==> config.mk <==
export PLATFORM = sky130hd
export DESIGN_NAME = cpc_top
export DESIGN_NICKNAME = d
export VERILOG_FILES = /design/src/hw/cpc_pkg.sv /design/src/hw/cpc_top.sv
export SDC_FILE = /design/constraint.sdc
export NUM_CORES = 1
export LEC_CHECK = 0
export BUFFER_PORTS_ARGS = -buffer_cell sky130_fd_sc_hd__buf_2
export CORE_ASPECT_RATIO = 0.75
export CORE_UTILIZATION = 45
export DETAILED_ROUTE_END_ITERATION = 10
export GPL_ROUTABILITY_DRIVEN = 0
export PLACE_DENSITY_LB_ADDON = 0.25
export SETUP_SLACK_MARGIN = 0.05
export SLEW_MARGIN = 20
export SYNTH_ARGS = -nofsm -noshare
export SYNTH_HDL_FRONTEND = slang
export SYNTH_SLANG_ARGS = --single-unit
export TNS_END_PERCENT = 10
==> constraint.sdc <==
create_clock -name aclk -period 2.7 [get_ports aclk]
set_input_delay 0.81 -clock aclk [delete_from_list [all_inputs] [get_ports aclk]]
set_output_delay 0.81 -clock aclk [all_outputs]
set_load 0.005 [all_outputs]
==> src/hw/cpc_pkg.sv <==
// Register map, field positions and encodings of the compare/PWM pair
package cpc_pkg;
  localparam int CNT_W = 16;
  localparam int NCH = 2;
  localparam int ADDR_W = 8;
  localparam int PS_W = 3;
  localparam int DIV_W = 6;
  localparam int CFG_W = 9;
  // Byte offsets on the register bus
  localparam logic [7:0] OFF_CTRL = 8'h00;
  localparam logic [7:0] OFF_MOD = 8'h04;
  localparam logic [7:0] OFF_CNT = 8'h08;
  localparam logic [7:0] OFF_STAT = 8'h0C;
  localparam logic [7:0] OFF_CFG0 = 8'h10;
  localparam logic [7:0] OFF_VAL0 = 8'h14;
  localparam logic [7:0] CH_STRIDE = 8'h08;
  // Control register fields
  localparam int CTRL_RUN = 0;
  localparam int CTRL_PS_LSB = 1;
  localparam int CTRL_CRST = 4;
  // Status register fields
  localparam int ST_OVF = 0;
  localparam int ST_OVFIE = 1;
  // Channel configuration fields
  localparam int CF_FLAG = 0;
  localparam int CF_IE = 1;
  localparam int CF_DMA = 2;
  localparam int CF_PWM = 3;
  localparam int CF_BUF = 4;
  localparam int CF_ACT_LSB = 5;
  localparam int CF_TOV = 7;
  localparam int CF_MAX = 8;
  localparam int CF_ACTB = 9;
  // Match actions
  localparam logic [1:0] ACT_NONE = 2'h0;
  localparam logic [1:0] ACT_TOG = 2'h1;
  localparam logic [1:0] ACT_CLR = 2'h2;
  localparam logic [1:0] ACT_SET = 2'h3;
  // Reset values
  localparam logic [CNT_W-1:0] MOD_RST = 16'hFFFF;
  localparam logic [CNT_W-1:0] VAL_RST = 16'h0000;
  localparam logic [CFG_W-1:0] CFG_RST = 9'h000;
  localparam logic [PS_W-1:0] PS_RST = 3'h0;
  // Bus responses
  localparam logic [1:0] RESP_OKAY = 2'h0;
  localparam logic [1:0] RESP_SLVERR = 2'h2;
endpackage

==> src/hw/cpc_top.sv <==
// Output compare and PWM channel pair on a 16-bit modulo counter
//
// How it works
// - Counter equal to channel value sets flag
// - Enabled flag raises CPU or DMA request
// - Match sets, clears or toggles the pin
// - Toggle-on-overflow inverts compare-mode pin at each wrap
// - New value written is used next match
// - Unbuffered write takes effect immediately
// - Match ends pulse, overflow ends period
// - Two channels join as one buffered channel
// - Written inactive register becomes active at overflow
// - Pair works on first channel; second freed
// - PWM pulse starts at modulo overflow
// - PWM channel match ends the pulse
// - Period is modulo value plus one
// - Duty equals channel value over period
// - Selectable polarity, forced full duty, zero duty at value 0
// - Resolution is one counter clock tick
// - PWM flag at pulse end, overflow period end
// - Buffered PWM match on active register flags
// - Modulo value held as high and low byte
`timescale 1ns/1ps
module cpc_top
  import cpc_pkg::*;
(
  input wire logic aclk,
  input wire logic aresetn,
  input wire logic [ADDR_W-1:0] s_axi_awaddr,
  input wire logic s_axi_awvalid,
  output logic s_axi_awready,
  input wire logic [31:0] s_axi_wdata,
  input wire logic [3:0] s_axi_wstrb,
  input wire logic s_axi_wvalid,
  output logic s_axi_wready,
  output logic [1:0] s_axi_bresp,
  output logic s_axi_bvalid,
  input wire logic s_axi_bready,
  input wire logic [ADDR_W-1:0] s_axi_araddr,
  input wire logic s_axi_arvalid,
  output logic s_axi_arready,
  output logic [31:0] s_axi_rdata,
  output logic [1:0] s_axi_rresp,
  output logic s_axi_rvalid,
  input wire logic s_axi_rready,
  output logic [NCH-1:0] output_compare,
  output logic [NCH-1:0] output_compare_oe,
  output logic cpu_irq,
  output logic [NCH-1:0] dma_req
);

  // Bus capture
  logic [ADDR_W-1:0] aw_q, aw_d;
  logic [31:0] wd_q, wd_d;
  logic [3:0] ws_q, ws_d;
  // Timer state
  logic run_q;
  logic [PS_W-1:0] ps_q;
  logic [DIV_W-1:0] div_q;
  logic [CNT_W-1:0] mod_q;
  logic [CNT_W-1:0] cnt_q;
  logic ovf_flag_q, ovf_ie_q;
  logic act_b_q, pend_q;
  logic [CFG_W-1:0] cfg_q [NCH];
  logic [CNT_W-1:0] val_q [NCH];
  logic [NCH-1:0] flag_q;
  logic [NCH-1:0] dma_req_sel, ie_sel;

  // Write decode
  wire wr_go = !s_axi_awready && !s_axi_wready && !s_axi_bvalid;
  wire [31:0] wmask = {{8{ws_q[3]}}, {8{ws_q[2]}},
                       {8{ws_q[1]}}, {8{ws_q[0]}}};
  wire [31:0] wbits = wd_q & wmask;
  wire wr_ctrl = wr_go && (aw_q == OFF_CTRL);
  wire wr_mod = wr_go && (aw_q == OFF_MOD);
  wire wr_stat = wr_go && (aw_q == OFF_STAT);
  wire [NCH-1:0] wr_cfg;
  wire [NCH-1:0] wr_val;
  wire [NCH-1:0] map_w;
  wire [NCH-1:0] map_r;
  wire wr_hit = wr_ctrl || wr_mod || wr_stat || (aw_q == OFF_CNT) ||
                (|map_w);

  // Prescaler: one-cycle counter tick
  wire [6:0] ps_mask7 = (7'h01 << ps_q) - 7'h01;
  wire [DIV_W-1:0] ps_mask = ps_mask7[DIV_W-1:0];
  wire tick = run_q && ((div_q & ps_mask) == ps_mask);
  wire crst = wr_ctrl && wbits[CTRL_CRST];
  wire wrap = (cnt_q == mod_q) || (cnt_q == {CNT_W{1'b1}});
  wire ovf = tick && wrap;
  wire [CNT_W-1:0] cnt_nx = wrap ? '0 : cnt_q + 16'h0001;
  wire buf_on = cfg_q[0][CF_BUF];

  // Read path
  logic [31:0] rd_mux;
  logic rd_hit;
  always_comb begin
    rd_mux = 32'h0000_0000;
    rd_hit = 1'b1;
    case (s_axi_araddr)
      OFF_CTRL: rd_mux = {28'h000_0000, ps_q, run_q};
      OFF_MOD: rd_mux = {16'h0000, mod_q};
      OFF_CNT: rd_mux = {16'h0000, cnt_q};
      OFF_STAT: rd_mux = {30'h0000_0000, ovf_ie_q, ovf_flag_q};
      default: begin
        rd_hit = |map_r;
        for (int i = 0; i < NCH; i++) begin
          if (s_axi_araddr == OFF_CFG0 + CH_STRIDE * i[7:0]) begin
            rd_mux = {22'h00_0000, (i == 0) & act_b_q,
                      cfg_q[i][CFG_W-1:1], flag_q[i]};
          end
          if (s_axi_araddr == OFF_VAL0 + CH_STRIDE * i[7:0]) begin
            rd_mux = {16'h0000, val_q[i]};
          end
        end
      end
    endcase
  end

  always_comb begin
    aw_d = aw_q;
    wd_d = wd_q;
    ws_d = ws_q;
    if (s_axi_awvalid && s_axi_awready) begin
      aw_d = s_axi_awaddr;
    end
    if (s_axi_wvalid && s_axi_wready) begin
      wd_d = s_axi_wdata;
      ws_d = s_axi_wstrb;
    end
  end

  // Register bus slave
  always_ff @(posedge aclk) begin
    if (!aresetn) begin
      s_axi_awready <= 1'b1;
      s_axi_wready <= 1'b1;
      s_axi_bvalid <= 1'b0;
      s_axi_bresp <= RESP_OKAY;
      s_axi_arready <= 1'b1;
      s_axi_rvalid <= 1'b0;
      s_axi_rresp <= RESP_OKAY;
      s_axi_rdata <= 32'h0000_0000;
      aw_q <= '0;
      wd_q <= 32'h0000_0000;
      ws_q <= 4'h0;
    end else begin
      aw_q <= aw_d;
      wd_q <= wd_d;
      ws_q <= ws_d;
      if (s_axi_awvalid && s_axi_awready) begin
        s_axi_awready <= 1'b0;
      end
      if (s_axi_wvalid && s_axi_wready) begin
        s_axi_wready <= 1'b0;
      end
      if (wr_go) begin
        s_axi_awready <= 1'b1;
        s_axi_wready <= 1'b1;
        s_axi_bvalid <= 1'b1;
        s_axi_bresp <= wr_hit ? RESP_OKAY : RESP_SLVERR;
      end else if (s_axi_bvalid && s_axi_bready) begin
        s_axi_bvalid <= 1'b0;
      end
      if (s_axi_arvalid && s_axi_arready) begin
        s_axi_arready <= 1'b0;
        s_axi_rvalid <= 1'b1;
        s_axi_rdata <= rd_mux;
        s_axi_rresp <= rd_hit ? RESP_OKAY : RESP_SLVERR;
      end else if (s_axi_rvalid && s_axi_rready) begin
        s_axi_rvalid <= 1'b0;
        s_axi_arready <= 1'b1;
      end
    end
  end

  // Prescaler and modulo counter
  always_ff @(posedge aclk) begin
    if (!aresetn) begin
      run_q <= 1'b0;
      ps_q <= PS_RST;
      div_q <= '0;
      cnt_q <= '0;
      mod_q <= MOD_RST;
    end else begin
      if (wr_ctrl && ws_q[0]) begin
        run_q <= wd_q[CTRL_RUN];
        ps_q <= wd_q[CTRL_PS_LSB +: PS_W];
      end
      if (wr_mod) begin
        mod_q <= (mod_q & ~wmask[CNT_W-1:0]) | wbits[CNT_W-1:0];
      end
      if (crst) begin
        div_q <= '0;
        cnt_q <= '0;
      end else if (run_q) begin
        div_q <= div_q + 6'h01;
        if (tick) begin
          cnt_q <= cnt_nx;
        end
      end
    end
  end

  // Overflow flag and buffered-pair register selection
  always_ff @(posedge aclk) begin
    if (!aresetn) begin
      ovf_flag_q <= 1'b0;
      ovf_ie_q <= 1'b0;
      act_b_q <= 1'b0;
      pend_q <= 1'b0;
    end else begin
      // Overflow marks the end of the period; set beats clear
      ovf_flag_q <= ovf ||
                    (ovf_flag_q && !(wr_stat && wbits[ST_OVF]));
      if (wr_stat && ws_q[0]) begin
        ovf_ie_q <= wd_q[ST_OVFIE];
      end
      if (!buf_on) begin
        act_b_q <= 1'b0;
        pend_q <= 1'b0;
      end else begin
        if (ovf && pend_q) begin
          act_b_q <= !act_b_q;
        end
        // Writing the inactive register arms a swap; active is immediate
        pend_q <= (wr_val[0] && act_b_q) || (wr_val[1] && !act_b_q) ||
                  (pend_q && !ovf);
      end
    end
  end

  always_ff @(posedge aclk) begin
    if (!aresetn) begin
      cpu_irq <= 1'b0;
    end else begin
      cpu_irq <= (|(flag_q & ie_sel & ~dma_req_sel)) ||
                 (ovf_flag_q && ovf_ie_q);
    end
  end

  for (genvar g = 0; g < NCH; g++) begin : g_ch
    logic [CNT_W-1:0] cmp;
    logic [1:0] act;
    logic en, hit, pwm, pol, pin_nx, oc_nx;
    assign map_w[g] = wr_cfg[g] || wr_val[g];
    assign wr_cfg[g] = wr_go && (aw_q == OFF_CFG0 + CH_STRIDE * 8'(g));
    assign wr_val[g] = wr_go && (aw_q == OFF_VAL0 + CH_STRIDE * 8'(g));
    assign map_r[g] = (s_axi_araddr == OFF_CFG0 + CH_STRIDE * 8'(g)) ||
                      (s_axi_araddr == OFF_VAL0 + CH_STRIDE * 8'(g));
    assign act = cfg_q[g][CF_ACT_LSB +: 2];
    assign pwm = cfg_q[g][CF_PWM];
    // Second channel is idle while joined to the first
    assign en = ((act != ACT_NONE) || pwm) && !(g == 1 && buf_on);
    // Buffered pair compares against whichever register is active
    assign cmp = (g == 0 && buf_on && act_b_q) ? val_q[1] : val_q[g];
    // Match is taken on the count about to be entered
    assign hit = en && tick && (cnt_nx == cmp);
    assign pol = (act != ACT_SET);
    assign dma_req_sel[g] = cfg_q[g][CF_DMA] & cfg_q[g][CF_IE];
    assign ie_sel[g] = cfg_q[g][CF_IE];
    always_comb begin
      oc_nx = output_compare[g];
      if (hit) begin
        case (act)
          ACT_TOG: oc_nx = !output_compare[g];
          ACT_CLR: oc_nx = 1'b0;
          ACT_SET: oc_nx = 1'b1;
          default: oc_nx = output_compare[g];
        endcase
      end
      oc_nx = oc_nx ^ (en && ovf && cfg_q[g][CF_TOV]);
      if (!pwm) begin
        pin_nx = oc_nx;
      end else if (cfg_q[g][CF_MAX]) begin
        pin_nx = pol;
      end else if (hit) begin
        pin_nx = !pol;
      end else if (ovf) begin
        pin_nx = pol;
      end else begin
        pin_nx = output_compare[g];
      end
    end
    always_ff @(posedge aclk) begin
      if (!aresetn) begin
        cfg_q[g] <= CFG_RST;
        val_q[g] <= VAL_RST;
        flag_q[g] <= 1'b0;
        output_compare[g] <= 1'b0;
        output_compare_oe[g] <= 1'b0;
        dma_req[g] <= 1'b0;
      end else begin
        if (wr_cfg[g]) begin
          cfg_q[g] <= (cfg_q[g] & ~wmask[CFG_W-1:0]) | wbits[CFG_W-1:0];
        end
        if (wr_val[g]) begin
          val_q[g] <= (val_q[g] & ~wmask[CNT_W-1:0]) |
                      wbits[CNT_W-1:0];
        end
        // A match in the clearing cycle keeps the flag
        flag_q[g] <= hit ||
                     (flag_q[g] && !(wr_cfg[g] && wbits[CF_FLAG]));
        output_compare[g] <= en ? pin_nx : 1'b0;
        output_compare_oe[g] <= en;
        dma_req[g] <= flag_q[g] && dma_req_sel[g];
      end
    end
  end

  wire pwm0 = cfg_q[0][CF_PWM];
  wire [1:0] act0 = cfg_q[0][CF_ACT_LSB +: 2];
endmodule

==> qor.yml <==
run_status:
  status: "finished with violations"
  violations: "setup timing"
clock_network:
  cts_buffer_depth: 2
  clock_sinks: 152
  cts_tree: "done"
  cts.htree.levels: 4
  cts-root-buf: "clkbuf_16"
  clkTransAtPathRegs_ns: 0.06
  numCtsBuffers: 17
  clk_latency_ns: 0.44
setup_path:
  slowest_stage: "nor4_4"
  rr_endpoint: "output_compare[1]$_SDFFE_PN0P_"
  reg2regPathDepth: 11
  cp_data_arrival_time_ns: 3.16
  crit_fanout: 4
  cp-start-kind: "register"
  worstPathRequired_ns: 3.07
  worstSetupEndpointType: "register"
  regToRegStartpoint: "cnt_q[2]$_SDFFE_PP0P_"
  slowest_delay_ns: 0.40
  reg2reg_slack_ns: -0.09
  crit_chain: "buf_6 > xor2_2 > nor4_4 > buf_4 > and4_4 > nor2_4 > a211o_1 > a211o_1 > nor4_4 > buf_4 > mux2i_1"
  path_class: "reg2reg"
timing:
  fmax_ghz: 0.3581
  relSlewSlack_pct: 57.83
  worst_pin_slew_ns: 0.6311
  hold_viol_final: 0
  finalClockSkew_ns: 0.008888
  rsz0062_at_grt: "true"
  min_period_ns: 2.792
  maxSlewViolCount: 0
  final-setup-viol-count: 3
  fin_crit_sh_pct: 103.4
  setup_slack_ns: -0.09215
finish:
  instances_no_fill: 1395
  area_delta_synth_final_pct: 24.62
  antenna_cells: 0
  layout_common_cells: "nand2_1 (134), buf_4 (117), dfxtp_1 (99), a21oi_1 (78), buf_2 (71)"
  drive_gt1_share_pct: 25.26
  layout_commonest_cell: "nand2_1"
  num-nets-final: 1196
grt:
  gr-usage-met1_pct: 40.93
  busiest_layer: "met2"
  grt_max_degree: 40
  grt_pass1_vias: 7375
  antenna_found_initial: 0
  grt_pass1_wl_mm: 42.23
  grtUsageMet3_pct: 7.621
  use_met2_pct: 41.14
  grt_overflow_total: 0
  grt_use_total_pct: 28.66
synthesis:
  netlist_area_um2: 8552
  synth-seq-cells: 152
  synth_cell_type_count: 74
  synth_top_area_cell: "dfxtp_1"
  async_flop_share_pct: 0
  syn_inst: 988
  synthTopCellsByArea: "dfxtp_1 (24%), edfxtp_1 (17%), nand2_1 (6.0%), a21oi_1 (4.6%), nand2b_1 (3.6%)"
  synth.avg_cell_area_um2: 8.656
  ys_warn_count: 0
  synth_edf_count: 48
  seq_area_frac_synth_pct: 41.20
  synth_top_area_share_pct: 24.35
  synth_ff_type: "dfxtp_1"
placement:
  post-dp-hpwl_mm: 20.17
  io_buffers: 70
  dp_slack_ns: -0.2891
  place_inst: 1353
hold_path:
  hold_depth: 2
  hold_class: "reg2reg"
  holdPathEnd: "wd_q[11]$_SDFFE_PN0P_"
  hold_start: "wd_q[11]$_SDFFE_PN0P_"
detailed_routing:
  drt_wl_total_mm: 27.37
  drc: 0
  ant_nets: 0
  num_vias: 8149
  routedWlPerCell_um: 19.62
  viasPerCell: 5.842
  initialDrtViolationCount: 1014
  dr.pass1.iters: 7
floorplanning:
  die_area_um2: 19560
  start_util_pct: 46.07
  coreArea_um2: 18560
  dieWidth_um: 161.2
  fp-row-count: 43
  ios: 107
  chipHeight_um: 121.4
pwr:
  power_density_nw_per_um2: 497.9
  leakagePower_nw: 4.286
  ir_worst_vdd_uv: 351.2
job:
  max-cap-violations: 0
==> critical path: cells and delay by family (launching register included) <==
kind / cells / cell delay, ns
and+or+nand+nor: 4 / 0.97
buffers and inverters: 3 / 0.49
muxes: 1 / 0.17
AOI/OAI and AO/OA: 2 / 0.60
DFF: 1 / 0.33
xor gates and xnor gates: 1 / 0.18
==> worst max path at each step <==
stage | from | endpoint | slack [ns] | cells after the start
floorplan | cnt_q[0]$_SDFFE_PP0P_ | output_compare[1]$_SDFFE_PN0P_ | -0.02 | 9
global placement | cnt_q[2]$_SDFFE_PP0P_ | output_compare[1]$_SDFFE_PN0P_ | -0.22 | 10
detailed placement | cnt_q[1]$_SDFFE_PP0P_ | output_compare[1]$_SDFFE_PN0P_ | -0.29 | 9
CTS | cnt_q[1]$_SDFFE_PP0P_ | output_compare[1]$_SDFFE_PN0P_ | -0.06 | 10
global route | cnt_q[2]$_SDFFE_PP0P_ | output_compare[1]$_SDFFE_PN0P_ | -0.12 | 11
finish | cnt_q[2]$_SDFFE_PP0P_ | output_compare[1]$_SDFFE_PN0P_ | -0.09 | 11
==> logic make-up (layout without fill, tap and decap cells) <==
kind of cell             Yosys count  count (layout)  share of synthesized area [%]
multiplexers                      39              39                          5.033
other                              1              18                        0.04385
AO/OA/AOI/OAI                    249             249                          18.93
XOR/XNOR                          52              52                          5.721
adder cells (fa/ha/maj)            2               2                         0.2926
AND/OR/NAND/NOR                  395             395                          23.34
flip-flops                       152             152                          41.20
buffers and inverters             98             241                          5.443
==> where the power goes <==
| group | leakage, nW | switching [W] | internal (W) |
|---|---|---|---|
| clock | 0.292 | 0.00103 | 0.00136 |
| sequential | 1.35 | 0.0000811 | 0.00243 |
| combinational | 2.65 | 0.000240 | 0.000169 |
| total | 4.29 | 0.00135 | 0.00396 |
==> per-layer routing <==
metal | vias up | share of wire, % | wire length [um]
met3 | 44 | 11 | 3127
li1 | 3812 | - | -
met2 | 425 | 41 | 11360
met5 | - | 0 | 0
met4 | 0 | 2.3 | 631
met1 | 3868 | 45 | 12250
==> stage by stage <==
stage	power [W]	setup TNS (ns)	util (%)	hold WS, ns	area [um^2]
6_report	0.005306	-0.1706	57.42	0.4828	10660
5_1_grt	0.005471	-0.3122	57.42	0.4957	10660
4_1_cts	0.005314	-0.08747	56.68	0.4865	10520
3_5_place_dp	0.002952	-0.8507	52.75	0.4766	9792
3_3_place_gp	0.002945	-0.6180	52.75	0.4691	9792
2_1_floorplan	0.002796	-0.01888	-	0.4523	8656
==> final cells by class <==
class	count	area, um^2
fillers	1670	7904
multi-input cells	755	4841
flip-flops and latches	152	3535
repair buffers	196	1345
clock buffers	20	467.9
well taps	247	309.0
clock inverters	12	111.4
inverters	13	48.80
==> repair_timing <==
item | CTS | global route
gates resized for setup | 21 | 21
hold buffers | 0 | 0
cloned | 1 | 0
endpoints found under the setup margin | 4 | 7
pin swaps | 7 | 6
setup buffers | 4 | 5
==> cell usage after synthesis, drive strengths merged, types with 4 or more instances <==
cell type / number
a211o: 4
a211oi: 5
a21boi: 32
a21oi: 79
a221oi: 15
a22oi: 18
a31oi: 5
and2: 8
and3: 10
buf: 34
clkbuf: 51
dfxtp: 104
edfxtp: 48
inv: 13
mux2: 12
mux2i: 25
nand2: 137
nand2b: 49
nand3: 51
nand4: 13
nor2: 53
nor2b: 15
nor3: 24
nor4: 13
o211a: 4
o211ai: 7
o21ai: 52
or3: 4
or4: 5
xnor2: 20
xor2: 31
No activity file was read; power rests on OpenSTA's default activity.
